===== src/rtl/sdram_pins_defs.svh =====
/*
 * constants for the sdram pin interface: widths, clock rates, commands.
 * assumes inclusion from the package, the pin interface module, the dimm model and the bench.
 */
// What this block does
// data moves over a 64-bit bidirectional bus
// row and column share thirteen address lines
// 16 Mbit mode: addr 11, bank 1 select
// chip selects gate all inputs except clocks
// row/column strobes low, each output twice
// write enable high on read, low write
// eight byte masks block data per lane
// memory clock from pll, 66 MHz default; here a divider of the 100 MHz system clock gives 25 MHz
// controller runs on returned buffered memory clock
// command outputs change on returned clock edge
`ifndef SDRAM_PINS_DEFS_SVH
`define SDRAM_PINS_DEFS_SVH
`define DATA_W        64
`define ADDR_W        13
`define MASK_W        8
`define CS_W          2
`define ADDR_CS2_BIT  11
`define SYS_CLK_MHZ   100
`define MEM_CLK_MHZ   66
`define MEM_CLK_DIV   ((`SYS_CLK_MHZ + `MEM_CLK_MHZ - 1) / `MEM_CLK_MHZ)
`define CMD_NOP       4'h7
`define CMD_ACTIVE    4'h3
`define CMD_READ      4'h5
`define CMD_WRITE     4'h4
`endif


===== src/rtl/sdram_pins_pkg.sv =====
/*
 * types for the sdram pin interface.
 * assumes the constants header sits beside it in rtl/.
 */
`include "sdram_pins_defs.svh"
package sdram_pins_pkg;
   // one request from the controller core
   typedef struct packed {
      logic                 write;
      logic [1:0]           bank;
      logic [`ADDR_W-1:0]   row;
      logic [`ADDR_W-1:0]   col;
      logic [3:0]           cs_sel;
      logic [`MASK_W-1:0]   mask;
      logic [`DATA_W-1:0]   wdata;
   } mem_req_t;
   // command pins, before duplication
   typedef struct packed {
      logic                 ras_n;
      logic                 cas_n;
      logic                 we_n;
   } mem_cmd_t;
   typedef enum logic [1:0] {
      ST_IDLE = 2'b00,
      ST_ACT  = 2'b01,
      ST_RW   = 2'b10,
      ST_DATA = 2'b11
   } seq_st_t;
endpackage


===== src/rtl/sdram_pin_interface.sv =====
/*
 * sdram pin sequencer: takes a request, issues activate then read or write
 * on the pins, moving every command on a rising edge of the returned memory
 * clock. assumes the board loops the memory clock back matched to the dimms.
 */
`timescale 1ns/1ns
`include "sdram_pins_defs.svh"
module sdram_pin_interface (
   // clock and reset
   input  wire logic                     clk_sys_in,
   input  wire logic                     rst_in,
   // configuration
   input  wire logic                     small_parts_in,
   // request side
   input  wire logic                     req_valid_in,
   input  sdram_pins_pkg::mem_req_t      req_in,
   output logic                          req_ready_out,
   output logic                          rd_valid_out,
   output logic [`DATA_W-1:0]            rd_data_out,
   // memory clock
   output logic                          mem_clk_out,
   input  wire logic                     mem_clk_return_in,
   // memory pins
   output logic [`ADDR_W-1:0]            row_col_addr_out,
   output logic [1:0]                    bank_addr_out,
   output logic [`CS_W-1:0]              chip_select_n_out,
   output logic [1:0]                    row_strobe_n_out,
   output logic [1:0]                    col_strobe_n_out,
   output logic                          mem_write_enable_n_out,
   output logic [`MASK_W-1:0]            data_mask_n_out,
   input  wire logic [`DATA_W-1:0]       mem_data_in,
   output logic [`DATA_W-1:0]            mem_data_out,
   output logic                          mem_data_oe_out
);
   import sdram_pins_pkg::*;

   // clock divider stands in for the pll; rounds rate down, never above 66
   logic [3:0] div_r, div_nxt;
   logic       mclk_r, mclk_nxt;
   always_comb begin
      div_nxt  = div_r + 4'h1;
      mclk_nxt = mclk_r;
      if (div_r == 4'(`MEM_CLK_DIV - 1)) begin
         div_nxt  = 4'h0;
         mclk_nxt = ~mclk_r;
      end
   end
   always_ff @(posedge clk_sys_in or posedge rst_in) begin
      if (rst_in) begin
         div_r  <= 4'h0;
         mclk_r <= 1'b0;
      end else begin
         div_r  <= div_nxt;
         mclk_r <= mclk_nxt;
      end
   end
   assign mem_clk_out = mclk_r;

   // returned clock is sampled twice, then its rising edge is the step enable
   logic [2:0] rsync_r, rsync_nxt;
   logic       step;
   always_comb rsync_nxt = {rsync_r[1:0], mem_clk_return_in};
   always_ff @(posedge clk_sys_in or posedge rst_in) begin
      if (rst_in) rsync_r <= 3'h0;
      else        rsync_r <= rsync_nxt;
   end
   assign step = rsync_r[1] & ~rsync_r[2];

   // mode pin and memory data come from outside this clock, two flops each;
   // read data stands a whole memory clock, so the delay still lands inside it
   logic [1:0]            small_sync_r, small_sync_nxt;
   logic [`DATA_W-1:0]    mdat_s1_r, mdat_s1_nxt;
   logic [`DATA_W-1:0]    mdat_s2_r, mdat_s2_nxt;
   always_comb begin
      small_sync_nxt = {small_sync_r[0], small_parts_in};
      mdat_s1_nxt    = mem_data_in;
      mdat_s2_nxt    = mdat_s1_r;
   end
   always_ff @(posedge clk_sys_in or posedge rst_in) begin
      if (rst_in) begin
         small_sync_r <= 2'h0;
         mdat_s1_r    <= '0;
         mdat_s2_r    <= '0;
      end else begin
         small_sync_r <= small_sync_nxt;
         mdat_s1_r    <= mdat_s1_nxt;
         mdat_s2_r    <= mdat_s2_nxt;
      end
   end

   // sequencer state and pin registers
   seq_st_t               st_r, st_nxt;
   mem_req_t              req_r, req_nxt;
   mem_cmd_t              cmd_r, cmd_nxt;
   logic [`ADDR_W-1:0]    addr_r, addr_nxt;
   logic [1:0]            ba_r, ba_nxt;
   logic [`CS_W-1:0]      cs_r, cs_nxt;
   logic [`MASK_W-1:0]    dqm_r, dqm_nxt;
   logic                  oe_r, oe_nxt;
   logic                  rdv_r, rdv_nxt;
   logic [`DATA_W-1:0]    rdd_r, rdd_nxt;

   // idle pins: both chip select pins high, extra selects on addr 11 and bank 1 held, strobes high, masks active
   function automatic mem_cmd_t to_cmd(input logic [3:0] c);
      to_cmd = '{ras_n: c[2], cas_n: c[1], we_n: c[0]};
   endfunction

   assign req_ready_out = (st_r == ST_IDLE) && step;

   always_comb begin
      st_nxt   = st_r;
      req_nxt  = req_r;
      cmd_nxt  = cmd_r;
      addr_nxt = addr_r;
      ba_nxt   = ba_r;
      cs_nxt   = cs_r;
      dqm_nxt  = dqm_r;
      oe_nxt   = oe_r;
      rdv_nxt  = 1'b0;
      rdd_nxt  = rdd_r;
      if (step) begin
         cmd_nxt = to_cmd(`CMD_NOP);
         cs_nxt  = {`CS_W{1'b1}};
         oe_nxt  = 1'b0;
         dqm_nxt = {`MASK_W{1'b1}};
         case (st_r)
            ST_IDLE: begin
               if (req_valid_in) begin
                  req_nxt = req_in;
                  st_nxt  = ST_ACT;
               end
            end
            ST_ACT: begin
               cmd_nxt  = to_cmd(`CMD_ACTIVE);
               cs_nxt   = ~req_r.cs_sel[1:0];
               addr_nxt = req_r.row;
               ba_nxt   = req_r.bank;
               if (small_sync_r[1]) begin
                  addr_nxt[`ADDR_CS2_BIT] = ~req_r.cs_sel[2];
                  ba_nxt[1]               = ~req_r.cs_sel[3];
               end
               st_nxt = ST_RW;
            end
            ST_RW: begin
               cmd_nxt  = to_cmd(req_r.write ? `CMD_WRITE : `CMD_READ);
               cs_nxt   = ~req_r.cs_sel[1:0];
               addr_nxt = req_r.col;
               if (small_sync_r[1]) begin
                  addr_nxt[`ADDR_CS2_BIT] = ~req_r.cs_sel[2];
                  ba_nxt[1]               = ~req_r.cs_sel[3];
               end
               dqm_nxt = ~req_r.mask;
               oe_nxt  = req_r.write;
               st_nxt  = ST_DATA;
            end
            ST_DATA: begin
               // read data sampled one memory clock after the read command
               if (!req_r.write) begin
                  rdv_nxt = 1'b1;
                  rdd_nxt = mdat_s2_r;
               end
               st_nxt = ST_IDLE;
            end
            default: st_nxt = ST_IDLE;
         endcase
      end
   end

   always_ff @(posedge clk_sys_in or posedge rst_in) begin
      if (rst_in) begin
         st_r   <= ST_IDLE;
         req_r  <= '0;
         cmd_r  <= '{ras_n: 1'b1, cas_n: 1'b1, we_n: 1'b1};
         addr_r <= '0;
         ba_r   <= 2'h0;
         cs_r   <= {`CS_W{1'b1}};
         dqm_r  <= {`MASK_W{1'b1}};
         oe_r   <= 1'b0;
         rdv_r  <= 1'b0;
         rdd_r  <= '0;
      end else begin
         st_r   <= st_nxt;
         req_r  <= req_nxt;
         cmd_r  <= cmd_nxt;
         addr_r <= addr_nxt;
         ba_r   <= ba_nxt;
         cs_r   <= cs_nxt;
         dqm_r  <= dqm_nxt;
         oe_r   <= oe_nxt;
         rdv_r  <= rdv_nxt;
         rdd_r  <= rdd_nxt;
      end
   end

   // one internal strobe fans out to two identical pins
   assign row_strobe_n_out       = {2{cmd_r.ras_n}};
   assign col_strobe_n_out       = {2{cmd_r.cas_n}};
   assign mem_write_enable_n_out = cmd_r.we_n;
   assign row_col_addr_out       = addr_r;
   assign bank_addr_out          = ba_r;
   assign chip_select_n_out      = cs_r;
   assign data_mask_n_out        = dqm_r;
   assign mem_data_out           = req_r.wdata;
   assign mem_data_oe_out        = oe_r;
   assign rd_valid_out           = rdv_r;
   assign rd_data_out            = rdd_r;

   // checks
   strobe_copies_a: assert property (@(posedge clk_sys_in) disable iff (rst_in)
      row_strobe_n_out[0] == row_strobe_n_out[1] && col_strobe_n_out[0] == col_strobe_n_out[1])
      else $error("strobe copies differ");
   pins_on_step_a: assert property (@(posedge clk_sys_in) disable iff (rst_in)
      !step |=> $stable(row_strobe_n_out) && $stable(chip_select_n_out))
      else $error("command pins moved off the return edge");
   write_we_low_a: assert property (@(posedge clk_sys_in) disable iff (rst_in)
      (step && st_r == ST_RW && req_r.write) |=> !mem_write_enable_n_out && mem_data_oe_out)
      else $error("write without low write enable");
   read_we_high_a: assert property (@(posedge clk_sys_in) disable iff (rst_in)
      (step && st_r == ST_RW && !req_r.write) |=> mem_write_enable_n_out && !mem_data_oe_out)
      else $error("read with low write enable");
   row_addr_a: assert property (@(posedge clk_sys_in) disable iff (rst_in)
      (step && st_r == ST_ACT && !small_parts_in) |=> row_col_addr_out == $past(req_r.row))
      else $error("row address not driven at activate");
   extra_cs_a: assert property (@(posedge clk_sys_in) disable iff (rst_in)
      (step && st_r == ST_ACT && small_parts_in)
      |=> row_col_addr_out[`ADDR_CS2_BIT] == !$past(req_r.cs_sel[2]) && bank_addr_out[1] == !$past(req_r.cs_sel[3]))
      else $error("extra chip selects wrong");
   mask_lane_a: assert property (@(posedge clk_sys_in) disable iff (rst_in)
      (step && st_r == ST_RW) |=> data_mask_n_out == ~$past(req_r.mask))
      else $error("byte masks wrong");
   idle_cs_a: assert property (@(posedge clk_sys_in) disable iff (rst_in)
      (step && st_r == ST_IDLE) |=> chip_select_n_out == 2'h3)
      else $error("chip select active while idle");
   clk_toggle_a: assert property (@(posedge clk_sys_in) disable iff (rst_in)
      (div_r == 4'h1) |=> mem_clk_out != $past(mem_clk_out))
      else $error("memory clock not toggling");
   read_cap_a: assert property (@(posedge clk_sys_in) disable iff (rst_in)
      (step && st_r == ST_DATA && !req_r.write) |=> rd_valid_out && rd_data_out == $past(mem_data_in, 3))
      else $error("read data not captured");
endmodule // sdram_pin_interface


===== config.mk =====
export PLATFORM = sky130hd
export DESIGN_NAME = sdram_pin_interface
export DESIGN_NICKNAME = d
export VERILOG_FILES = /design/src/rtl/sdram_pins_pkg.sv /design/src/rtl/sdram_pin_interface.sv
export VERILOG_INCLUDE_DIRS = /design/src /design/src/rtl
export SDC_FILE = /design/constraint.sdc
export NUM_CORES = 1
export LEC_CHECK = 0
export ABC_AREA = 1
export BUFFER_PORTS_ARGS = -buffer_cell sky130_fd_sc_hd__buf_2
export CAP_MARGIN = 0
export CORE_MARGIN = 1.5
export CORE_UTILIZATION = 44
export DETAILED_ROUTE_END_ITERATION = 7
export GPL_ROUTABILITY_DRIVEN = 0
export PLACE_DENSITY_LB_ADDON = 0.08
export SLEW_MARGIN = 20
export SYNTH_ARGS = -nofsm -noshare
export SYNTH_HDL_FRONTEND = slang
export SYNTH_SLANG_ARGS = --single-unit

===== constraint.sdc =====
create_clock -name clk_sys_in -period 11.2 [get_ports clk_sys_in]
set_input_delay 0.56 -clock clk_sys_in [delete_from_list [all_inputs] [get_ports clk_sys_in]]
set_output_delay 0.56 -clock clk_sys_in [all_outputs]
set_load 0.02 [all_outputs]

# Word level (Yosys, flattened, before mapping)
# Cells that the tools add are included.
# totals
inputBits,174
elab_cells,67
reg_bits,339
output_inout_bits,162
# classes
n_eq_ne,6
reduce_logical,10
n_mux,17
n_bitwise,8
addsub,1
# op_table
cell,count
13-bit case mux with 2 select lines,1
1-bit two-way mux,9
3-bit AND reduction,3
8-bit two-way mux,1
8-bit NOT,1
2-bit case mux with 4 select lines,1
3-bit case mux with 2 select lines,1
2-bit AND reduction,3
1-bit NOT,5
4-bit by 1-bit adder with 4-bit output (second input constant),1
2-bit equality test (second input constant),2
4-bit by 1-bit equality test with 1-bit output (second input constant),1
2-bit two-way mux,2
4-bit two-way mux,1
2-bit inequality test (second input constant),2
2-bit by 1-bit equality test with 1-bit output (second input constant),1
2-bit logical NOT,1
2-bit NOT,1
1-bit case mux with 2 select lines,1
2-bit nonzero test,1
2-bit OR reduction,1
1-bit AND,1
1-bit logical AND,1

# Depth between registers and ports, before layout
# Gate-level depths: netlist of run 1.
# depth
word_depth,3
ltp_mapped,9

# Worst setup path after synthesis of run 1
# Ideal clock, no wire load.
# synth_timing
path_kind,reg2out
from,register st_r[0]
to,output port req_ready_out
arrival_time_ns,1.298
path_slack_ns,9.342
stages_incl_launch_ff,6
cell_sequence,dfrtp_1 > inv_1 > ha_1 > inv_1 > nor2_8 > clkbuf_1
# synth_between
elab_chain_len,2
# synth_rtl
item,line,rtl
from (decl),sdram_pin_interface.sv:92,"seq_st_t st_r, st_nxt;"
from (signal assigned),sdram_pin_interface.sv:182,st_r <= st_nxt;
2-bit logical NOT,sdram_pin_interface.sv:108,assign req_ready_out = (st_r == ST_IDLE) && step;
1-bit logical AND,sdram_pin_interface.sv:108,
to (decl),sdram_pin_interface.sv:17,"output logic req_ready_out,"
# No other way between the ends.

# Worst setup path after layout of run 1
# Ends and elaborated chain as after synthesis.

==> summary.txt, run 1 <==
Routing
  • Routed WL: 26.27 mm
  • Routed vias: 8129
  • Antenna viol nets, final: 0
  • Pre-Repair DR Iteration Count: 4
  • Initial DRC Count: 610
  • Vias per inst: 4.595
  • DRC: 0
  • Routed len/inst: 14.85 um

Power
  • Switching share of power: 34.70%
  • Net switching power: 1.430 mW
  • Power Total: 4.123 mW
  • Leakage power: 8.081 nW
  • PD cells: 279.6 nW/um^2
  • Cell-internal power: 2.692 mW
  • Gate power share: 28.2%
  • Part of the power in the clock network: 28.5%
  • VDD IR max: 0.1475 mV
  • Register share of total power: 43.4%

Final layout
  • Reg area: 8499 um^2
  • Area occupied by multi-input gates: 2805 um^2
  • Layout cells sized above 1: 29.71%
  • Synth-to-Final Area Change: 21.56%
  • Layout Nets: 1578
  • Most common cell after layout, fill and taps aside: nand2_1
  • Fillcell total: 2480
  • Layout Utilization: 54.56%
  • Commonest non-fill, non-tap cells in the layout: 498 x nand2_1, 334 x buf_2, 326 x dfrtp_1

Global routing
  • Initial antenna violation count: 5
  • Vias in the first global route: 8048
  • Total Routing Usage GR: 18.74%
  • Largest net degree at the start of global routing: 133
  • GR Layer Usage met2: 29.86%
  • Met3 GRT Util: 6.102%
  • Top Usage Layer GRT: met2
  • Met1 Use GR: 24.78%
  • Total grt overflow: 0
  • First-pass GRT wire length: 42.55 mm

Clock tree
  • CTS Sinks: 339
  • CTS Buffer Depth: 3
  • CTS Root Cell: clkbuf_16
  • H-tree levels: 2
  • PostCTS Resize Cnt: 0
  • Post-CTS setup buffer count: 0
  • Worst-skew pair later-pin latency: 0.51 ns
  • Worst-path clk slew: 0.06 ns
  • CTS buffer count: 36
  • Post-CTS Hold Buffers: 0
  • CTS tree: yes

Floorplanning
  • I/O Pins: 336
  • Die width: 169.0 um
  • DIE AREA: 28570 um^2
  • FP Rows: 60
  • Die height: 169.0 um
  • Core ar.: 27030 um^2
  • Initial Util: 44.88%

Timing
  • Final setup violation count: 0
  • Final hold vios: 0
  • Worst-margin pin slew: 0.9581 ns
  • Final WS setup: 7.816 ns
  • Total Negative Setup Slacks: 0 ns
  • Fmax: 295.5 MHz
  • Tmin final: 3.384 ns
  • Final Cycle Share: 30.21%
  • Worst slew margin: 36.13%
  • RSZ-0062 raised after global routing: no
  • Slew Limit Fails: 0
  • Worst setup skew after layout: 0.01044 ns

Placed design
  • PortBufs: 335
  • Placement-stage worst setup slack: 8.323 ns
  • Post-DP HPWL: 16.77 mm

Hold path
  • Hold Crit Class: in2reg

Critical path
  • Crit start category: flop
  • Setup CP Type: reg2out
  • Endpoint class of the critical path: output port
  • Crit path DAT: 2.82 ns
  • Required @ worst endpoint: 10.64 ns
  • Max FO, Critical Path: 66

Flow run
  • Max-cap viol count: 0

Synth
  • Top post-synthesis cells by area: dfrtp_1 67%, nand2_1 15%, nand3_1 4.9%, buf_4 4.9%, dfstp_2 2.8%
  • Synth Net Count: 1320
  • Synth top area share: 67.26%
  • Seq/Total Area, Yosys: 70.07%
  • Syn_area_per_cell: 10.65 um^2
  • Post-synthesis cell type count: 22
  • Post-Syn Instances: 1139
  • Post-synth top area cell: dfrtp_1
  • Synth warn: 0
  • Flops & latches, synth: 339
  • Mapped Area: 12130 um^2

Run status
  • Status: complete, no violations
## area by class of cell
| type | instances | area share [%] |
|---|---|---|
| clock inverter | 8 | 0.5092 |
| clock buffer | 57 | 7.604 |
| timing repair buffer | 342 | 11.74 |
| multi-input combinational | 660 | 19.03 |
| tap | 341 | 2.894 |
| antenna | 4 | 0.06789 |
| sequential | 339 | 57.65 |
| inverter | 18 | 0.5092 |
## worst max-delay path, cell delays in order (launching register included)
cell and delay (ns):
dfrtp_1 0.43, inv_1 0.15, ha_1 0.16, inv_1 0.10
nor2_8 0.51, buf_4 0.64, buf_2 0.29
## state kept, by name, indices dropped and copies added (netlist names), 2 cells and up
register           count
small_sync_r           2
div_r                  4
req_r                 41
rd_data_out           64
rsync_r                3
bank_addr_out          2
mem_data_out          64
mdat_s2_r             64
mdat_s1_r             64
st_r                   2
row_col_addr_out      13
chip_select_n_out      2
data_mask_n_out        8
## layer usage
| metal | vias up | share of wire, % |
|---|---|---|
| li1 | 4011 | - |
| met1 | 3823 | 44 |
| met2 | 248 | 45 |
| met3 | 45 | 7.9 |
| met4 | 2 | 2.1 |
| met5 | - | 0.046 |
## power groups by stage
| stage | Sequential (mW) | Clock [mW] | Combinational, mW |
|---|---|---|---|
| after detailed placement | 1.80 | 0 | 1.18 |
| after global routing | 1.84 | 1.26 | 1.30 |
| after floorplan | 1.97 | 0 | 0.736 |
| after CTS | 1.79 | 1.21 | 1.18 |
| final | 1.79 | 1.17 | 1.16 |
| after global placement | 1.80 | 0 | 1.16 |
## stage by stage
stage,area [um^2],cells,hold slack (ns)
floorplan,12130,1139,0.3312
global placement,13530,1700,0.3316
detailed placement,13530,1700,0.3347
CTS,14720,1765,0.1251
global route,14740,1767,0.1265
finish,14740,1769,0.1520
## synthesized netlist by cell type
library cell  instances
a21oi_1               5
nor2_8                1
dfstp_2              13
inv_2                 4
nand2_1             498
nand2_2               1
dfrtp_1             326
buf_1                 3
ha_1                  7
nor2_4                1
buf_4                79
o21a_1                8
o31ai_1               1
inv_1                14
clkbuf_1             21
buf_2                19
nand3_1             119
o21bai_1              1
o21ai_0               7
xnor2_1               2
nor2_1                8
nand2_4               1
## worst paths after layout
kind                               endpoint  slack [ns]            start  depth (start not counted)
min reg2reg                      rsync_r[1]        0.34       rsync_r[0]                          0
min in group asynchronous      mdat_s1_r[3]        0.25           rst_in                          2
min                           mdat_s1_r[45]        0.15  mem_data_in[45]                          1
max in group asynchronous  mem_data_out[50]        9.42           rst_in                          3
max reg2reg                 rd_data_out[53]        8.68       rsync_r[1]                          8
max                           req_ready_out        7.82          st_r[0]                          6
## kinds of logic after synthesis
| group | Yosys count | synth area share (%) |
|---|---|---|
| xor+xnor | 2 | 0.1444 |
| compound gates | 22 | 1.114 |
| fa+ha+maj | 7 | 0.7221 |
| buf+inv | 140 | 6.973 |
| flops | 339 | 70.07 |
| simple gates | 629 | 20.97 |
(Power assumes the default switching activity.)
==> inputs of run 2 (changes only) <==
==> constraint.sdc (replaced) <==
create_clock -name clk_sys_in -period 3.18 [get_ports clk_sys_in]
set_input_delay 0.159 -clock clk_sys_in [delete_from_list [all_inputs] [get_ports clk_sys_in]]
set_output_delay 0.159 -clock clk_sys_in [all_outputs]
set_load 0.02 [all_outputs]
==> run 2 against run 1 <==
  * Cell count increased by 9.6%
  * Clock skew increased by 0.0049 ns
  * Total power increased to 3.5 times the previous value
  * Clock power increased to 3.4 times the previous value
  * Combinational power increased to 3.7 times the previous value
  * Sequential share of layout area decreased by 6.1 points
  * Via count increased by 9.2%
  * Non-clock buffer count increased by 177
  * Worst hold slack improved by 0.078 ns
==> summary.txt, run 2 (synthesis results as in run 1) <==
Run status
  • Status: complete, no violations

Critical path
  • Crit path DAT: 2.17 ns (-0.65 ns)
  • Endpoint class of the critical path: output port
  • Critical path's top delay family: buffers and inverters
  • Required @ worst endpoint: 3.02 ns (-7.62 ns)
  • Crit start category: flop
  • Setup CP Type: reg2out
  • Most used cell, CP: inv_1
  • Max incr delay on CP: 0.43 ns (-0.21 ns)
  • Max FO, Critical Path: 106 (+61%)
  • Crit-path cells: inv_1 -> ha_1 -> inv_1 -> nor2_8 -> buf_12 -> buf_2
  • Crit path max-delay cell type: dfrtp_1
  • Crit path buffers/inverters: 4 (unchanged)

Clock tree
  • CTS Buffer Depth: 3 (unchanged)
  • Worst-skew pair later-pin latency: 0.51 ns (about the same)
  • Post-CTS setup buffer count: 0 (unchanged)
  • CTS Sinks: 339 (unchanged)
  • H-tree levels: 2 (unchanged)
  • PostCTS Resize Cnt: 0 (unchanged)
  • CTS Root Cell: clkbuf_16
  • CTS buffer count: 36 (unchanged)
  • Worst-path clk slew: 0.06 ns (about the same)
  • Post-CTS Hold Buffers: 172 (+172)
  • CTS tree: yes

Flow run
  • Max-cap viol count: 0 (unchanged)

Floorplanning
  • Core ar.: 27030 um^2 (unchanged)
  • Die height: 169.0 um (unchanged)
  • Die width: 169.0 um (unchanged)
  • FP Rows: 60 (unchanged)
  • I/O Pins: 336 (unchanged)
  • DIE AREA: 28570 um^2 (unchanged)
  • Initial Util: 44.88% (unchanged)

Global routing
  • GR Layer Usage met2: 34.14% (+4.3 points)
  • Largest net degree at the start of global routing: 132 (-0.75%)
  • Vias in the first global route: 9053 (+12%)
  • First-pass GRT wire length: 46.49 mm (+9.3%)
  • Total Routing Usage GR: 20.37% (+1.6 points)
  • Met3 GRT Util: 5.237% (-0.87 points)
  • Top Usage Layer GRT: met2
  • Met1 Use GR: 26.68% (+1.9 points)
  • Total grt overflow: 0 (unchanged)
  • Initial antenna violation count: 0 (-5)

Final layout
  • Synth-to-Final Area Change: 35.85%
  • Layout cells sized above 1: 26.41% (-3.3 points)
  • Commonest non-fill, non-tap cells in the layout: 498 x nand2_1, 334 x buf_2, 326 x dfrtp_1
  • Post-layout instance area: 16480 um^2 (+12%)
  • Layout Nets: 1755 (+11%)
  • Layout Cells excl Fill: 1939 (+9.6%)
  • Most common cell after layout, fill and taps aside: nand2_1
  • ANT cells: 0 (-4)
  • Fillcell total: 2279 (-8.1%)

Timing
  • Final setup violation count: 0 (unchanged)
  • Worst setup skew after layout: 0.01538 ns (+0.004943 ns)
  • Worst-margin pin slew: 0.7526 ns (-0.2054 ns)
  • Final hold vios: 0 (unchanged)
  • Tmin final: 2.333 ns
  • RSZ-0062 raised after global routing: no
  • Final Cycle Share: 73.36%
  • Slew Limit Fails: 0 (unchanged)
  • Worst slew margin: 49.83% (+14 points)
  • Fmax: 428.7 MHz
  • Final WS setup: 0.8471 ns (-6.969 ns)

Power
  • Register share of total power: 43.1% (-0.3 points)
  • Leakage power: 8.814 nW (+9.1%)
  • PD cells: 888.1 nW/um^2 (+220%)
  • Cell-internal power: 9.526 mW (+250%)
  • Power Total: 14.63 mW (+250%)
  • Part of the power in the clock network: 27.3% (-1.2 points)
  • VDD IR max: 0.5506 mV (+270%)
  • Net switching power: 5.107 mW (+260%)
  • Switching share of power: 34.90% (+0.20 points)
  • Gate power share: 29.6% (+1.4 points)

Routing
  • Antenna viol nets, final: 0 (unchanged)
  • Routed len/inst: 14.71 um (-0.96%)
  • DRC: 0 (unchanged)
  • Initial DRC Count: 467 (-23%)
  • Routed vias: 8878 (+9.2%)
  • Routed WL: 28.52 mm (+8.6%)
  • Pre-Repair DR Iteration Count: 4 (unchanged)
  • Vias per inst: 4.579 (-0.36%)

Placed design
  • Placement-stage worst setup slack: 1.049 ns (-7.274 ns)
  • DP Area: 13620 um^2 (+0.71%)
  • Post-DP HPWL: 16.98 mm (+1.3%)
  • PortBufs: 335 (unchanged)
  • Inst Count DP: 1705 (+0.29%)

Hold path
  • Hold Crit Class: in2reg
[run 2: cell count changes in the layout (fill, tap and decap cells not counted), sizes merged]
cell	delta
dlygate4sd3	+172
clkbuf	-3
diode	-4
buf	+5
inv	-1
clkinv	+1
[run 2: layout make-up]
type / count / area (um^2) / share of cell area, %
Tap cell: 341 / 426.7 / 2.589
Multi-Input combinational cell: 660 / 2794 / 16.96
Inverter: 18 / 71.32 / 0.4328
Sequential cell: 339 / 8499 / 51.58
Timing Repair Buffer: 519 / 3553 / 21.57
Clock buffer: 54 / 1060 / 6.432
Clock inverter: 8 / 72.57 / 0.4404
[run 2: tightest hold or removal path, delay by kind of cell]
kind | cells | cell delay [ns]
buffers and inverters | 2 | 0.35
AND/OR/NAND/NOR | 2 | 0.18
[run 2: worst paths after layout]
path                               endpoint    startpoint  slack, ns  cells after the start
setup / recovery              req_ready_out       st_r[0]       0.85                      6
hold / removal                    req_r[70]  req_valid_in       0.23                      4
setup reg to reg           mem_data_out[32]       st_r[0]       1.04                      8
hold reg to reg                mdat_s2_r[1]  mdat_s1_r[1]       0.34                      0
max in group asynchronous          div_r[3]        rst_in       2.13                      4
min in group asynchronous   rd_data_out[29]        rst_in       0.42                      4
[run 2: power by group through the flow]
stage,registers [mW],clock network (mW),logic [mW]
after floorplan,6.95,0,2.59
after global placement,6.34,0,4.15
after detailed placement,6.34,0,4.23
after CTS,6.30,4.11,4.39
after global routing,6.47,4.30,4.81
final,6.30,3.99,4.34
[run 2: per-layer routing]
metal  vias to the layer above  wire, um
met5                         -         0
met4                         0       438
met3                        38      1907
met2                       271     13750
met1                      4218     12420
li1                       4351         -
[run 2: stage by stage]
step                setup TNS (ns)  util (%)  hold slack [ns]
CTS                              0     60.97           0.2652
global placement                 0     50.41           0.2672
detailed placement               0     50.41           0.2683
global route                     0     60.97           0.2580
finish                           0     60.97           0.2305
floorplan                  -492.86         -           0.1904
